`src/rtl/rso_pkg.sv`:
```
// Package for the reset output and soft reset supervisor
package rso_pkg;

    // Device modes
    typedef enum logic [5:0] {
        MODE_INIT     = 6'h01,
        MODE_NORMAL   = 6'h02,
        MODE_STOP     = 6'h04,
        MODE_SLEEP    = 6'h08,
        MODE_RESTART  = 6'h10,
        MODE_FAILSAFE = 6'h20
    } rso_mode_t;

    // Reset output sequencer states
    typedef enum logic [3:0] {
        ST_DELAY  = 4'h1,
        ST_HIGH   = 4'h2,
        ST_FILTER = 4'h4,
        ST_LOW    = 4'h8
    } rso_state_t;

    // Decoded SPI frame handed over at select release
    typedef struct packed {
        logic       mode_wr;
        logic [1:0] mode_field;
        logic       cfg_wr;
        logic       cfg_soft_drives_pin;
        logic [1:0] cfg_threshold;
    } rso_spi_cmd_t;

    localparam logic [1:0] MODE_FIELD_NORMAL = 2'h0;
    localparam logic [1:0] MODE_FIELD_SLEEP = 2'h1;
    localparam logic [1:0] MODE_FIELD_STOP = 2'h2;
    localparam logic [1:0] MODE_FIELD_SOFT_RESET = 2'h3;

    // Reset values of the configuration held here
    localparam logic SOFT_DRIVES_PIN_RST = 1'b1;
    localparam logic [1:0] THRESHOLD_RST = 2'h0;

    // Timing: filter and delay in ns, counts at 250 MHz
    localparam int CLK_PERIOD_NS = 4;
    localparam int RESET_FILTER_TIME_NS = 10000;
    localparam int RESET_DELAY_TIME_NS = 10000000;
    localparam int RESET_FILTER_CYC = (RESET_FILTER_TIME_NS + CLK_PERIOD_NS - 1) / CLK_PERIOD_NS;
    localparam int RESET_DELAY_CYC = (RESET_DELAY_TIME_NS + CLK_PERIOD_NS - 1) / CLK_PERIOD_NS;

endpackage : rso_pkg

```
`src/rtl/rso_reset_supervisor.sv`:
```
// Reset output sequencer with undervoltage, watchdog and soft reset sources
`timescale 1ns/1ps
`default_nettype none

// Summary of operation
// - A reset condition pulls the output low only after it has lasted the filter time.
// - The output stays low while the condition lasts and for one delay time after it ends.
// - After power-up the output is low and rises one delay time after the regulator is good.
// - A watchdog failure is a reset condition just like undervoltage.
// - The threshold select is set over SPI and resets to the lowest falling threshold.
// - A soft reset returns the chip to init mode (restart or fail-safe if a watchdog failure rises in the same cycle) and restores the config to defaults.
// - A config bit selects whether a soft reset also pulses the output for a delay time.
// - A soft reset is honoured only in normal or stop mode and ignored otherwise.
// - A watchdog failure pulls the output low and enters restart or fail-safe mode.
// - SPI commands act only when the select input returns high.
module rso_reset_supervisor #(
    parameter int FILTER_CYC = rso_pkg::RESET_FILTER_CYC,
    parameter int DELAY_CYC = rso_pkg::RESET_DELAY_CYC
) (
    input wire logic REF_CLK,
    input wire logic RSTN,
    input wire logic UV_DETECT,
    input wire logic WD_FAIL,
    input wire logic WD_FAIL_TO_FAILSAFE,
    input wire logic SPI_SELECT_N,
    input wire rso_pkg::rso_spi_cmd_t SPI_CMD,
    output logic RESET_OUT_N,
    output rso_pkg::rso_mode_t MODE,
    output logic [1:0] THRESHOLD_SEL,
    output logic SOFT_RESET_DRIVES_PIN,
    output logic REGS_TO_DEFAULT
);

    localparam int CW = $clog2(DELAY_CYC > FILTER_CYC ? DELAY_CYC + 1 : FILTER_CYC + 1);

    // Zero counts would end a phase only after the counter wraps
    if (FILTER_CYC < 1 || DELAY_CYC < 1)
    begin : g_bad_counts
        $error("Filter and delay counts must be at least one");
    end

    rso_pkg::rso_state_t st_q, st_d;
    rso_pkg::rso_mode_t mode_q, mode_d;
    logic [CW-1:0] cnt_q, cnt_d;
    logic sel_n_q;
    logic soft_pin_q;
    logic [1:0] thr_q;
    logic wd_seen_q;
    logic out_n_q;

    wire frame_end = SPI_SELECT_N && !sel_n_q;
    wire soft_req = frame_end && SPI_CMD.mode_wr
        && SPI_CMD.mode_field == rso_pkg::MODE_FIELD_SOFT_RESET
        && (mode_q == rso_pkg::MODE_NORMAL || mode_q == rso_pkg::MODE_STOP);
    wire soft_pulse = soft_req && soft_pin_q;
    wire cond = UV_DETECT || WD_FAIL;
    wire [CW-1:0] filt_last = CW'(FILTER_CYC - 1);
    wire [CW-1:0] dly_last = CW'(DELAY_CYC - 1);
    wire cnt_done_f = cnt_q == filt_last;
    wire cnt_done_d = cnt_q == dly_last;

    always_comb
    begin
        st_d = st_q;
        cnt_d = cnt_q + CW'(1);
        case (st_q)
            rso_pkg::ST_DELAY:
            begin
                if (cond)
                begin
                    st_d = rso_pkg::ST_LOW;
                    cnt_d = '0;
                end
                else if (cnt_done_d)
                begin
                    st_d = rso_pkg::ST_HIGH;
                    cnt_d = '0;
                end
            end
            rso_pkg::ST_HIGH:
            begin
                cnt_d = '0;
                if (soft_pulse)
                begin
                    st_d = rso_pkg::ST_DELAY;
                end
                else if (cond)
                begin
                    st_d = rso_pkg::ST_FILTER;
                end
            end
            rso_pkg::ST_FILTER:
            begin
                // Pin still high here, so a soft reset must pulse it too
                if (soft_pulse)
                begin
                    st_d = rso_pkg::ST_DELAY;
                    cnt_d = '0;
                end
                else if (!cond)
                begin
                    st_d = rso_pkg::ST_HIGH;
                    cnt_d = '0;
                end
                else if (cnt_done_f)
                begin
                    st_d = rso_pkg::ST_LOW;
                    cnt_d = '0;
                end
            end
            rso_pkg::ST_LOW:
            begin
                cnt_d = '0;
                if (!cond)
                begin
                    st_d = rso_pkg::ST_DELAY;
                end
            end
            default:
            begin
                st_d = rso_pkg::ST_LOW;
                cnt_d = '0;
            end
        endcase
    end

    wire wd_rise = WD_FAIL && !wd_seen_q;
    wire out_n_d = st_d == rso_pkg::ST_HIGH || st_d == rso_pkg::ST_FILTER;

    always_comb
    begin
        mode_d = mode_q;
        if (wd_rise)
        begin
            mode_d = WD_FAIL_TO_FAILSAFE ? rso_pkg::MODE_FAILSAFE : rso_pkg::MODE_RESTART;
        end
        // Back to init on soft reset
        else if (soft_req)
        begin
            mode_d = rso_pkg::MODE_INIT;
        end
        else if (frame_end && SPI_CMD.mode_wr)
        begin
            case (SPI_CMD.mode_field)
                rso_pkg::MODE_FIELD_NORMAL: mode_d = rso_pkg::MODE_NORMAL;
                rso_pkg::MODE_FIELD_SLEEP: mode_d = rso_pkg::MODE_SLEEP;
                rso_pkg::MODE_FIELD_STOP: mode_d = rso_pkg::MODE_STOP;
                default: mode_d = mode_q;
            endcase
        end
        // Restart leaves once the output rises
        else if (mode_q == rso_pkg::MODE_RESTART && st_q == rso_pkg::ST_HIGH)
        begin
            mode_d = rso_pkg::MODE_NORMAL;
        end
    end

    // Power-on is the reset; output low from the first instant
    always_ff @(posedge REF_CLK or negedge RSTN)
    begin
        if (!RSTN)
        begin
            st_q <= rso_pkg::ST_LOW;
            cnt_q <= '0;
            mode_q <= rso_pkg::MODE_INIT;
            sel_n_q <= 1'b1;
            wd_seen_q <= 1'b0;
            out_n_q <= 1'b0;
        end
        else
        begin
            st_q <= st_d;
            cnt_q <= cnt_d;
            mode_q <= mode_d;
            sel_n_q <= SPI_SELECT_N;
            wd_seen_q <= WD_FAIL;
            out_n_q <= out_n_d;
        end
    end

    always_ff @(posedge REF_CLK or negedge RSTN)
    begin
        if (!RSTN)
        begin
            soft_pin_q <= rso_pkg::SOFT_DRIVES_PIN_RST;
            thr_q <= rso_pkg::THRESHOLD_RST;
        end
        else if (soft_req)
        begin
            soft_pin_q <= rso_pkg::SOFT_DRIVES_PIN_RST;
            thr_q <= rso_pkg::THRESHOLD_RST;
        end
        else if (frame_end && SPI_CMD.cfg_wr)
        begin
            soft_pin_q <= SPI_CMD.cfg_soft_drives_pin;
            thr_q <= SPI_CMD.cfg_threshold;
        end
    end

    // From a flop so the pin cannot glitch between states
    assign RESET_OUT_N = out_n_q;
    assign MODE = mode_q;
    assign THRESHOLD_SEL = thr_q;
    assign SOFT_RESET_DRIVES_PIN = soft_pin_q;
    assign REGS_TO_DEFAULT = soft_req;

    int unsigned lo_cnt;
    always_ff @(posedge REF_CLK or negedge RSTN)
    begin
        if (!RSTN)
            lo_cnt <= 0;
        else if (!RESET_OUT_N && !cond)
            lo_cnt <= lo_cnt + 1;
        else
            lo_cnt <= 0;
    end

    property p_filter;
        @(posedge REF_CLK) disable iff (!RSTN)
        (RESET_OUT_N && !cond && !soft_pulse) ##1 cond |-> RESET_OUT_N;
    endproperty
    a_filter: assert property (p_filter) else $error("Output fell without filter");

    property p_hold;
        @(posedge REF_CLK) disable iff (!RSTN)
        (!RESET_OUT_N && cond) |=> !RESET_OUT_N;
    endproperty
    a_hold: assert property (p_hold) else $error("Output rose while condition held");

    property p_delay;
        @(posedge REF_CLK) disable iff (!RSTN)
        $rose(RESET_OUT_N) |-> lo_cnt >= DELAY_CYC;
    endproperty
    a_delay: assert property (p_delay) else $error("Output rose before delay");

    property p_wd;
        @(posedge REF_CLK) disable iff (!RSTN)
        wd_rise |=> mode_q == rso_pkg::MODE_RESTART || mode_q == rso_pkg::MODE_FAILSAFE;
    endproperty
    a_wd: assert property (p_wd) else $error("Watchdog failure did not change mode");

    property p_soft;
        @(posedge REF_CLK) disable iff (!RSTN)
        soft_req && !wd_rise |=> mode_q == rso_pkg::MODE_INIT && soft_pin_q
            && thr_q == rso_pkg::THRESHOLD_RST;
    endproperty
    a_soft: assert property (p_soft) else $error("Soft reset did not restore defaults");

    property p_soft_pin;
        @(posedge REF_CLK) disable iff (!RSTN)
        soft_req && soft_pin_q && RESET_OUT_N && !cond |=> !RESET_OUT_N;
    endproperty
    a_soft_pin: assert property (p_soft_pin) else $error("Soft reset did not pulse pin");

    property p_mode_gate;
        @(posedge REF_CLK) disable iff (!RSTN)
        frame_end && SPI_CMD.mode_wr && SPI_CMD.mode_field == rso_pkg::MODE_FIELD_SOFT_RESET
            && mode_q != rso_pkg::MODE_NORMAL && mode_q != rso_pkg::MODE_STOP && !wd_rise
            |-> !REGS_TO_DEFAULT ##1 $stable(mode_q);
    endproperty
    a_mode_gate: assert property (p_mode_gate) else $error("Soft reset not ignored");

    property p_select;
        @(posedge REF_CLK) disable iff (!RSTN)
        !SPI_SELECT_N |=> $stable(thr_q) && $stable(soft_pin_q);
    endproperty
    a_select: assert property (p_select) else $error("Config changed inside frame");

endmodule : rso_reset_supervisor

`default_nettype wire

```
`config.mk`:
```
export PLATFORM = sky130hd
export DESIGN_NAME = rso_reset_supervisor
export DESIGN_NICKNAME = d
export VERILOG_FILES = /design/src/rtl/rso_pkg.sv /design/src/rtl/rso_reset_supervisor.sv
export SDC_FILE = /design/constraint.sdc
export NUM_CORES = 1
export LEC_CHECK = 0
export BUFFER_PORTS_ARGS = -buffer_cell sky130_fd_sc_hd__buf_4
export CORE_AREA = 2 2 66 68
export DETAILED_ROUTE_END_ITERATION = 8
export DIE_AREA = 0 0 68 70
export PLACE_DENSITY = 0.72
export SLEW_MARGIN = 20
export SYNTH_ARGS = -nofsm -noshare
export SYNTH_HDL_FRONTEND = slang
export SYNTH_SLANG_ARGS = --single-unit
export TNS_END_PERCENT = 50
```
`constraint.sdc`:
```
create_clock -name REF_CLK -period 2 [get_ports REF_CLK]
set_clock_uncertainty 0.05 [all_clocks]
set_input_delay 0 -clock REF_CLK [delete_from_list [all_inputs] [get_ports REF_CLK]]
set_output_delay 0 -clock REF_CLK [all_outputs]
set_load 0.02 [all_outputs]
```
# Yosys cells after proc, flatten, opt, wreduce, memory -nomap -nowiden
# Cells that the tools add are included.
dict set report totals {
  reg_bits 38
  elab_cells 66
  output_inout_bits 11
  input_bits 13
}
dict set report op_classes {
  mux 25
  reduce_logical 17
  add_sub_neg 1
  eq_ne 15
}
# cell count
set ops {}
lappend ops {{22-bit 2-to-1 mux} 5}
lappend ops {{22-bit one-hot mux with 2 select lines} 1}
lappend ops {{4-bit 2-to-1 mux} 8}
lappend ops {{6-bit 2-to-1 mux} 5}
lappend ops {{22-bit by 1-bit adder with 22-bit output, second input constant} 1}
lappend ops {{22-bit by 12-bit equality test with 1-bit output, second input constant} 1}
lappend ops {{22-bit equality test, second input constant} 1}
lappend ops {{6-bit one-hot mux with 3 select lines} 1}
lappend ops {{4-bit one-hot mux with 4 select lines} 1}
lappend ops {{4-bit by 2-bit equality test with 1-bit output, second input constant} 2}
lappend ops {{4-bit by 3-bit equality test with 1-bit output, second input constant} 2}
lappend ops {{1-bit logical AND} 8}
lappend ops {{6-bit by 2-bit equality test with 1-bit output, second input constant} 1}
lappend ops {{6-bit by 3-bit equality test with 1-bit output, second input constant} 1}
lappend ops {{6-bit by 5-bit equality test with 1-bit output, second input constant} 1}
lappend ops {{6-bit by 3-bit != test with 1-bit output, second input constant} 1}
lappend ops {{2-bit equality test, second input constant} 2}
lappend ops {{4-bit by 1-bit equality test with 1-bit output, second input constant} 1}
lappend ops {{4-bit equality test, second input constant} 1}
lappend ops {{2-bit 2-to-1 mux} 2}
lappend ops {{4-bit nonzero test} 1}
lappend ops {{1-bit logical OR} 3}
lappend ops {{2-bit by 1-bit equality test with 1-bit output, second input constant} 1}
lappend ops {{1-bit zero test} 2}
lappend ops {{4 further kinds} 5}

# Longest topological paths before layout
# Gate-level depths: netlist (run 1).
dict set report logic_depth {
  depth_word 10
  depth_mapped 7
  ltp_nobuf 6
}

# Worst setup path before layout (run 1)
# Ideal clock, no wire load.
dict set report synth_timing {
  path_type {register -> register}
  startpoint {register mode_q[3], in the netlist MODE[3]}
  endpoint {register mode_q[1], in the netlist MODE[1]}
  path_buffers 0
  synth_period_minus_slack_ps 2455
  path_stages_with_launch 5
  path_slack_ps -455
  arrival_time_ps 2268
  path_cell_list {dfrtp_1 -> or3_1 -> nor4_1 -> nand2b_1 -> a311oi_2}
}
dict set report synth_via {
  elab_chain_len 5
}
# element line_no
set synth_lines {}
lappend synth_lines {{start, declared} rso_reset_supervisor.sv:43} ;# rso_pkg::rso_mode_t mode_q, mode_d;
lappend synth_lines {{start signal, assigned} rso_reset_supervisor.sv:165} ;# mode_q <= rso_pkg::MODE_INIT;
lappend synth_lines {{start signal, assigned} rso_reset_supervisor.sv:174} ;# mode_q <= mode_d;
lappend synth_lines {{6-bit by 2-bit equality test with 1-bit output / 6-bit by 3-bit equality test with 1-bit output (equally long branches)} rso_reset_supervisor.sv:54} ;# && (mode_q == rso_pkg::MODE_NORMAL || mode_q == rso_pkg::MODE_STOP);
lappend synth_lines {{1-bit logical OR *} rso_reset_supervisor.sv:54}
lappend synth_lines {{1-bit logical AND *} rso_reset_supervisor.sv:54}
lappend synth_lines {{net REGS_TO_DEFAULT} rso_reset_supervisor.sv:31} ;# output logic REGS_TO_DEFAULT
lappend synth_lines {{6-bit by 3-bit != test with 1-bit output (no line) (tied with other cells)} n/a}
lappend synth_lines {{2-bit AND reduction (no line) / 6-bit 2-to-1 mux (equally long branches)} n/a}
# Mark *: on every way through the listed nets, which the timed path passes. The rest lies on a longest branch.
# A chain may end at the register's enable or synchronous reset.

# Worst setup path after layout (run 1)
dict set report layout_timing {
  startpoint {register st_q[0]}
  endpoint {register mode_q[2], in the netlist MODE[2]}
}
dict set report layout_via {
  elab_chain_len 4
}
# element line_no
set layout_lines {}
lappend layout_lines {{start, declared} rso_reset_supervisor.sv:42} ;# rso_pkg::rso_state_t st_q, st_d;
lappend layout_lines {{start signal, assigned} rso_reset_supervisor.sv:163} ;# st_q <= rso_pkg::ST_LOW;
lappend layout_lines {{start signal, assigned} rso_reset_supervisor.sv:172} ;# st_q <= st_d;
lappend layout_lines {{4-bit by 2-bit equality test with 1-bit output} rso_reset_supervisor.sv:152} ;# else if (mode_q == rso_pkg::MODE_RESTART && st_q == rso_pkg::ST_HIGH)
lappend layout_lines {{1-bit logical AND} rso_reset_supervisor.sv:152}
lappend layout_lines {{4-bit nonzero test (no line)} n/a}
lappend layout_lines {{2-bit AND reduction (no line)} n/a}
# Every way passes these cells.

==> summary.txt, run 1 <==
Setup path
  – Crit path launch type: flip-flop
  – Crit-path max FO: 6
  – Buf+Inv Stages, Crit Path: 0
  – R2R Path End: MODE[2]
  – R2R cell count: 5
  – Crit end category: flip-flop
  – Critical path's slowest cell: or4b_4
  – Arrival @ worst endpoint: roughly 2.2 ns
  – Crit-path cells: or4b_4 > or4_4 > a21oi_4 > mux2i_1 > nor2_1
  – Crit Path Category: flip-flop to flip-flop
  – CP max stage delay: 0.53 ns
  – R2R Path Start: st_q[0]
  – Worst R2R Setup Slack: -0.02 ns
  – Req. time, crit path: between 2 and 2.5 ns
  – Largest delay share family, worst path: simple AND/OR/NAND/NOR gates

Yosys
  – Post-synthesis cell count: ~200
  – Ys flop type: dfrtp_1
  – Syn Nets: 220
  – Simple-Gate Fraction of Synth Area: slightly below 30%
  – Post-synthesis sequential element count: 38
  – Post-synthesis sequential area ratio: a little under half
  – Synth Area in Compound Gates: between 5 and 6%
  – Multiplexer share of the synthesized area: 1.50%
  – Synth Cell Area: between 1500 and 2000 um^2
  – Cell variety after synth: a little over 40
  – Syn avg cell area: between 9 and 10 um^2
  – XOR/XNOR Fraction of Synth Area: under 10%
  – FFs w/ async S/R, synth: 100%
  – Post-synth EDFFs: 0
  – Syn. warnings: 0
  – Adder-cell area share of the yosys netlist: approximately 3.8%
  – Largest family of logic cells by synthesized area: simple AND/OR/NAND/NOR gates

Clocking
  – Clock sinks: 38
  – Clock latency on the worst-skew pair: between 0.2 and 0.3 ns
  – CTS clk-pin slew, worst paths: roughly 0.08 ns
  – CTS Buf Count: 5
  – Max H-tree Level: 2
  – Worst-case clock buffer depth: 2
  – Clock root cell: clkbuf_8
  – TritonCTS clock tree: built

Cells and area
  – Layout Utilization: 62.3%
  – Final #Nets: between 200 and 300
  – Area grow syn2layout: 29.2%
  – Layout cells sized above 1: between 20% and 30%
  – Ant. Diodes: 0

GRT
  – Vias in the first global route: around 1600
  – GR Util All Layers: around a fifth
  – Largest net degree at the start of global routing: 39
  – First-pass GRT wire length: 7.02 mm
  – Total gr overflow: 0
  – Initial antenna violation count: 0

Timing
  – Worst slew margin: 63.9%
  – Fmax: approximately 500 MHz
  – RSZ-0062 raised after global routing: yes
  – Period utilization: 101%
  – Final Hold Fails: 0
  – Worst Tran Pin Value: ~0.54 ns
  – Slew Viols, Final: 0
  – Fin worst setup slack: -0.0218 ns
  – Fin crit period: ~2.0 ns
  – Setup violators final: 2

Placed design
  – Routability Congestion: just under 0.8
  – HPWL Detailed: roughly 3.0 mm
  – Setup WS pre-CTS: -0.00500 ns
  – Port buffer count: 23

Min path
  – Hold Path Class: input pin to flip-flop
  – Critical hold path startpoint: SPI_CMD[6]
  – WHS Endpoint: MODE[1]
  – Hold path depth: 3

Power
  – Worst vdd ir: between 0.4 and 0.5 mV
  – Final Power: about 1.6 mW
  – Clock Power Share: 37.2%
  – Power share of the combinational group: 12.4%
  – PwrDens: 631 nW/um^2
  – Lkg Pwr: between 1 and 1.5 nW
  – Sequential power share: around half
  – Sw Share: between 20% and 30%
  – Pint: between 1 and 1.5 mW
  – Net Sw Power: slightly below 0.4 mW

Routing
  – Drt pass-1 iters: 4
  – Final WL: between 4 and 5 mm
  – DR vias/cell: around 5.4
  – Routed WL per cell: 14.6 um
  – DRC Markers: 0
  – 1st-iter DRT viols: 38
  – Antenna viol nets, final: 0
  – Vias: around 1600

Floorplanning
  – Row cnt: 24
  – Chip Width: slightly below 70 um
  – Core outline area: between 4000 and 5000 um^2
  – Total Die Area: 4760 um^2
  – Die height: ~70 um
  – Num ports: 24
  – Initial core utilization: between 40% and 50%

Run status
  – Run status: complete, but fails checks
  – Failing checks: negative setup slack

Flow run
  – Max-cap violations: 0
[per-layer routing]
layer  track usage [%]  wire, um
met5                 0         0
met4              5.33        49
met3              4.99       180
met2              30.1      2150
met1              27.0      2070
[flip-flops by register name, summed over array words and instances, names as in the netlist]
signal                 count
SOFT_RESET_DRIVES_PIN      1
wd_seen_q                  1
RESET_OUT_N                1
cnt_q                     22
sel_n_q                    1
THRESHOLD_SEL              2
st_q                       4
MODE                       6
[tightest hold or removal path: cells and delay by family]
kind                   cells  cell delay [ns]
buffers and inverters      1             0.08
AOI/OAI and AO/OA          1             0.11
and+or+nand+nor            1             0.21
[cells by family (layout without fill, tap and decap cells)]
| logic type | count (synthesis) | count (layout) |
|---|---|---|
| muxes | 3 | 3 |
| buffers and inverters | 10 | 61 |
| xor gates and xnor gates | 22 | 22 |
| adders and majority gates | 6 | 6 |
| and+or+nand+nor | 108 | 108 |
| DFF | 38 | 38 |
| AOI/OAI and AO/OA | 14 | 14 |
[what timing repair did]
item,in CTS,in global routing
endpoints found under the hold margin,45,0
setup buffers,0,3
endpoints found under the setup margin,2,29
pin swaps,0,4
hold buffers,7,0
resized for setup,0,6
[cell type report]
| class | count | area (um^2) |
|---|---|---|
| clock buffer | 8 | 110 |
| fill | 339 | 1560 |
| inverter | 6 | 22.5 |
| multi-input combinational | 153 | 1060 |
| sequential | 38 | 957 |
| tap | 52 | 65.1 |
| timing repair buffer | 47 | 370 |
[power groups by stage]
| stage | Combinational, mW | Clock (mW) | Sequential [mW] |
|---|---|---|---|
| 4_1_cts | 0.200 | 0.619 | 0.821 |
| 6_report | 0.201 | 0.606 | 0.821 |
| 2_1_floorplan | 0.0660 | 0 | 0.859 |
| 3_3_place_gp | 0.186 | 0 | 0.834 |
| 5_1_grt | 0.220 | 0.656 | 0.824 |
| 3_5_place_dp | 0.189 | 0 | 0.835 |
[layout by cell type (no fill, tap or decap), types with 6 or more instances in the layout]
cell            n
nor2_1         33
nand3_1         8
dlygate4sd3_1   7
nand2_1        12
dfrtp_1        33
xnor2_1        10
clkbuf_8        8
inv_1           6
buf_4          40
xor2_1         12
[synth_stat cells, drive strengths merged, types with 6 or more instances]
master / n / area [um^2]
dfrtp: 34 / 851
nor2: 34 / 128
nand2: 12 / 45.0
xor2: 12 / 105
xnor2: 10 / 87.6
nand3: 8 / 40.0
ha: 6 / 75.1
inv: 6 / 22.5
nor4: 6 / 37.5
[metrics by stage]
| stage | instance area [um^2] | std cells | TNS (ns) | hold WS, ns |
|---|---|---|---|---|
| final | 2580 | 304 | -0.0377 | 0.0970 |
| after global routing | 2580 | 304 | -0.319 | 0.104 |
| after CTS | 2530 | 301 | -0.0343 | 0.0920 |
| after detailed placement | 2350 | 286 | -0.00500 | -0.0542 |
| after global placement | 2350 | 286 | 0 | -0.0563 |
| after floorplan | 2030 | 201 | 0 | -0.346 |
[worst max path at each step]
| stage | to | cells past startpoint | from | slack [ns] |
|---|---|---|---|---|
| detailed placement | MODE[2] | 5 | st_q[0] | -0.005 |
| finish | MODE[2] | 5 | st_q[0] | -0.02 |
| global route | MODE[2] | 5 | st_q[3] | -0.08 |
| CTS | MODE[2] | 5 | st_q[0] | -0.03 |
| global placement | MODE[2] | 5 | st_q[0] | 0.02 |
| floorplan | MODE[2] | 5 | st_q[0] | 0.008 |
No activity file was read; power rests on OpenSTA's default activity.
==> inputs of run 2 (changes only) <==
--- a/config.mk
+++ b/config.mk
@@ -6,10 +6,9 @@
 export NUM_CORES = 1
 export LEC_CHECK = 0
 export BUFFER_PORTS_ARGS = -buffer_cell sky130_fd_sc_hd__buf_4
-export CORE_AREA = 2 2 66 68
+export CORE_AREA = 2 2 74 76
 export DETAILED_ROUTE_END_ITERATION = 8
-export DIE_AREA = 0 0 68 70
-export PLACE_DENSITY = 0.72
+export DIE_AREA = 0 0 76 78
 export SLEW_MARGIN = 20
 export SYNTH_ARGS = -nofsm -noshare
 export SYNTH_HDL_FRONTEND = slang
==> summary.txt, run 2 (synthesis results as in run 1) <==
Clocking
  – Worst-case clock buffer depth: 2
  – CTS Buf Count: 5
  – Clock root cell: clkbuf_8
  – CTS clk-pin slew, worst paths: about 0.070 ns
  – Max H-tree Level: 2
  – Clock sinks: 38
  – TritonCTS clock tree: built
  – Clock latency on the worst-skew pair: between 0.2 and 0.3 ns

Cells and area
  – Most frequent cells in the layout: buf_4 (46), nor2_1 (34), dfrtp_1 (33)
  – Area grow syn2layout: 32.0%
  – Layout fillers: 460
  – Largest register FFs: 22
  – Most common cell after layout, fill and taps aside: buf_4
  – Layout cells sized above 1: between 20 and 30%
  – Largest Register: cnt_q
  – Final #Nets: approximately 280
  – Layout Utilization: between 50% and 60%
  – Ant. Diodes: 0

Setup path
  – Critical path's slowest cell: or4b_4
  – Crit-path cells: or4b_4 > or4_4 > a21oi_4 > mux2i_1 > nor2_1
  – Buf+Inv Stages, Crit Path: 0
  – Req. time, crit path: 2.12 ns
  – Worst R2R Setup Slack: -0.009 ns
  – Crit path launch type: flip-flop
  – Crit end category: flip-flop
  – R2R Path End: MODE[2]
  – Crit Path Category: flip-flop to flip-flop
  – Arrival @ worst endpoint: about 2.1 ns
  – Largest delay share family, worst path: simple AND/OR/NAND/NOR gates
  – R2R Path Start: st_q[0]
  – CP max stage delay: about 0.54 ns
  – R2R cell count: 5
  – Crit-path max FO: 7

Routing
  – Routed WL per cell: approximately 13 um
  – 1st-iter DRT viols: 81
  – Vias: 1600
  – Drt pass-1 iters: 4
  – DR vias/cell: around 4.9
  – Final WL: 4.24 mm
  – Antenna viol nets, final: 0
  – DRC Markers: 0

GRT
  – Initial antenna violation count: 0
  – GR Util All Layers: between 15 and 20%
  – First-pass GRT wire length: between 7 and 8 mm
  – Vias in the first global route: 1643
  – Largest net degree at the start of global routing: 39
  – Total gr overflow: 0

Min path
  – Hold Path Class: input pin to flip-flop
  – WHS Endpoint: MODE[1]
  – Critical hold path startpoint: SPI_CMD[6]
  – Hold path depth: 3

Power
  – PwrDens: between 500 and 600 nW/um^2
  – Worst vdd ir: around 0.47 mV
  – Lkg Pwr: roughly 1.2 nW

Run status
  – Run status: complete, but fails checks
  – Failing checks: negative setup slack

Timing
  – Sum Neg Setup Slack: -0.00861 ns
  – Period utilization: 100%
  – Slew Viols, Final: 0
  – Worst slew margin: between 60 and 70%
  – RSZ-0062 raised after global routing: yes
  – Fin crit period: approximately 2.0 ns
  – Worst Tran Pin Value: roughly 0.47 ns
  – Setup violators final: 1
  – Fin worst setup slack: -0.00861 ns
  – Final Hold Fails: 0
  – Fmax: 498 MHz

Floorplanning
  – Die height: 78 um
  – Core outline area: between 5000 and 6000 um^2
  – Chip Width: around 76 um
  – Num ports: 24
  – Total Die Area: 5930 um^2
  – Initial core utilization: about two fifths
  – Row cnt: 26

Placed design
  – Routability Congestion: ~0.8
  – Port buffer count: 23
  – HPWL Detailed: approximately 3.1 mm

Flow run
  – Max-cap violations: 0
## run 2: cell type report
cell class | instances | area [um^2] | share of cell area (%)
clock buffer | 8 | 90.1 | 3.41
inverter | 6 | 22.5 | 0.853
multi-input combinational | 153 | 1050 | 39.7
sequential | 38 | 957 | 36.3
tap | 70 | 87.6 | 3.32
timing repair buffer | 54 | 435 | 16.5
## run 2: metrics by stage
step / total power, mW / area (um^2) / hold slack, ns / cells / worst slack, ns
after CTS: 1.57 / 2610 / 0.0958 / 327 / -0.0503
after global routing: 1.63 / 2640 / 0.117 / 329 / -0.116
after detailed placement: 1.02 / 2430 / -0.0541 / 310 / -0.0809
final: 1.55 / 2640 / 0.105 / 329 / -0.00861
after global placement: 1.02 / 2430 / -0.0523 / 310 / -0.0645
after floorplan: 0.925 / 2030 / -0.346 / 201 / 0.00813
## run 2: worst max-delay path by stage
stage / from / to / slack, ns / cells after the start
after floorplan: st_q[0] / MODE[2] / 0.008 / 5
after global placement: st_q[0] / MODE[2] / -0.06 / 5
after detailed placement: st_q[0] / MODE[2] / -0.08 / 5
after CTS: st_q[0] / MODE[2] / -0.05 / 5
after global routing: st_q[0] / MODE[2] / -0.12 / 5
final: st_q[0] / MODE[2] / -0.009 / 5
## run 2: where the power goes
part / switching, mW / total, mW / internal [mW]
Combinational: 0.104 / 0.203 / 0.0982
Sequential: 0.0208 / 0.820 / 0.799
Clock: 0.246 / 0.527 / 0.281
## run 2: timing repair
action,4_1_cts,5_1_grt
hold buffers,7,0
setup buffers,2,2
setup endpoints to repair,5,28
pin swaps,1,3
endpoints found under the hold margin,45,0
resized for setup,0,4
## run 2: metal layers
metal	part of all wire [%]	wire length, um	vias to the layer above	global-route usage, %
met5	0	0	-	0
met4	0.80	34	0	4.55
met3	3.1	130	4	3.84
met2	46	1970	26	25.4
met1	50	2100	762	19.5
li1	-	-	808	-
## run 2: worst register-to-register path, delay by kind of cell, from the launching register on
family           cells  cell delay, ns
AND/OR/NAND/NOR      3            1.03
AO/OA/AOI/OAI        1            0.23
multiplexers         1            0.21
flip-flops           1            0.38
==> inputs of run 3 (changes only) <==
--- a/config.mk
+++ b/config.mk
@@ -9,6 +9,7 @@
 export CORE_AREA = 2 2 74 76
 export DETAILED_ROUTE_END_ITERATION = 8
 export DIE_AREA = 0 0 76 78
+export RECOVER_POWER = 100
 export SLEW_MARGIN = 20
 export SYNTH_ARGS = -nofsm -noshare
 export SYNTH_HDL_FRONTEND = slang
==> summary.txt, run 3 (synthesis results as in run 1) <==
GRT
  – GR Util All Layers: roughly 15%
  – Largest net degree at the start of global routing: 39
  – Vias in the first global route: about 1600
  – First-pass GRT wire length: between 7 and 8 mm
  – Initial antenna violation count: 0
  – Total gr overflow: 0

Routing
  – Drt pass-1 iters: 4
  – Antenna viol nets, final: 0
  – DR vias/cell: around 4.9
  – Final WL: about 4.2 mm
  – 1st-iter DRT viols: between 70 and 80
  – Vias: ~1600
  – DRC Markers: 0
  – Routed WL per cell: 12.9 um

Power
  – Worst vdd ir: 0.460 mV
  – Lkg Pwr: around 1.1 nW
  – PwrDens: about 600 nW/um^2

Clocking
  – CTS clk-pin slew, worst paths: about 0.070 ns
  – CTS Buf Count: 5
  – Clock latency on the worst-skew pair: 0.28 ns
  – Clock sinks: 38
  – TritonCTS clock tree: built
  – Worst-case clock buffer depth: 2
  – Max H-tree Level: 2
  – Clock root cell: clkbuf_8

Floorplanning
  – Row cnt: 26
  – Chip Width: 76 um
  – Total Die Area: 5930 um^2
  – Die height: 78 um
  – Initial core utilization: 39.7%
  – Num ports: 24
  – Core outline area: around 5000 um^2

Timing
  – Fmax: between 400 and 500 MHz
  – Setup violators final: 1
  – Fin worst setup slack: -0.0113 ns
  – Worst Tran Pin Value: roughly 0.9 ns
  – RSZ-0062 raised after global routing: yes
  – Fin crit period: about 2.0 ns
  – Worst slew margin: roughly two fifths
  – Sum Neg Setup Slack: -0.0113 ns
  – Period utilization: 101%
  – Final Hold Fails: 0
  – Slew Viols, Final: 0

Flow run
  – Max-cap violations: 0

Cells and area
  – Final Cell Area: around 2600 um^2
  – Layout fillers: ~480
  – Final #Nets: 277
  – Layout Cells excl Fill: 329
  – Largest Register: cnt_q
  – Largest register FFs: 22
  – Most frequent cells in the layout: nor2_1 (34), buf_4 (34), dfrtp_1 (33)
  – Layout cells sized above 1: roughly a quarter
  – Ant. Diodes: 0
  – Area grow syn2layout: 29.5%

Setup path
  – Crit path launch type: flip-flop
  – Crit Path Category: flip-flop to flip-flop
  – Crit-path max FO: 7
  – Req. time, crit path: between 2 and 2.5 ns
  – Arrival @ worst endpoint: approximately 2.1 ns
  – Crit end category: flip-flop

Placed design
  – Port buffer count: 23
  – HPWL Detailed: between 3 and 4 mm
  – DP Area: around 2400 um^2
  – Placed insts: 310
  – Routability Congestion: about 0.79

Run status
  – Run status: complete, but fails checks
  – Failing checks: negative setup slack

Min path
  – Hold Path Class: input pin to flip-flop
==> run 3: worst max-delay path, cell delays in order (launching register included) <==
cell,delay [ns]
dfrtp_1,0.38
or4b_4,0.54
or4_4,0.44
a21oi_4,0.23
mux2i_1,0.21
nor2_1,0.05
==> run 3: routing by layer <==
| layer | global-route usage [%] | wire length (um) | vias to the layer above |
|---|---|---|---|
| met4 | 4.55 | 23 | 0 |
| met3 | 3.84 | 128 | 2 |
| met5 | 0 | 0 | - |
| li1 | - | - | 809 |
| met1 | 19.5 | 2120 | 762 |
| met2 | 25.4 | 1980 | 24 |
==> run 3: final timing paths <==
kind / startpoint / endpoint / slack [ns] / cells after the start
max: st_q[0] / MODE[2] / -0.01 / 5
min: SPI_CMD[6] / MODE[1] / 0.10 / 3
max reg2reg: st_q[0] / MODE[2] / -0.01 / 5
min reg2reg: cnt_q[0] / cnt_q[0] / 0.41 / 1
max in group asynchronous: RSTN / MODE[3] / 0.93 / 2
min in group asynchronous: RSTN / cnt_q[16] / 0.34 / 2
==> run 3: final cells by class <==
cell class / count / area [um^2] / share of cell area, %
inverters: 6 / 22.5 / 0.870
multi-input cells: 153 / 1040 / 40.2
clock buffers: 8 / 90.1 / 3.48
repair buffers: 54 / 392 / 15.1
flip-flops and latches: 38 / 957 / 37.0
well taps: 70 / 87.6 / 3.38
==> run 3: where the power goes <==
group	internal, mW	switching [mW]	leakage (nW)
sequential	0.799	0.0205	0.504
clock	0.281	0.246	0.0455
combinational	0.0825	0.103	0.568
==> run 3: stage by stage <==
| stage | total power [mW] | hold slack [ns] | setup WS [ns] | utilization (%) |
|---|---|---|---|---|
| after global routing | 1.61 | 0.117 | -0.116 | 51.4 |
| final | 1.53 | 0.104 | -0.0113 | 51.4 |
| after detailed placement | 1.02 | -0.0541 | -0.0809 | 48.2 |
| after floorplan | 0.925 | -0.346 | 0.00813 | - |
| after CTS | 1.57 | 0.0958 | -0.0503 | 51.7 |
| after global placement | 1.02 | -0.0523 | -0.0645 | 48.2 |
==> run 3: timing repair <==
| action | CTS | global route |
|---|---|---|
| buffers inserted | 2 | 2 |
| endpoints found under the hold margin | 45 | 0 |
| pin swaps | 1 | 3 |
| gates resized for setup | 0 | 4 |
| endpoints found under the setup margin | 5 | 28 |
| hold buffers | 7 | 0 |
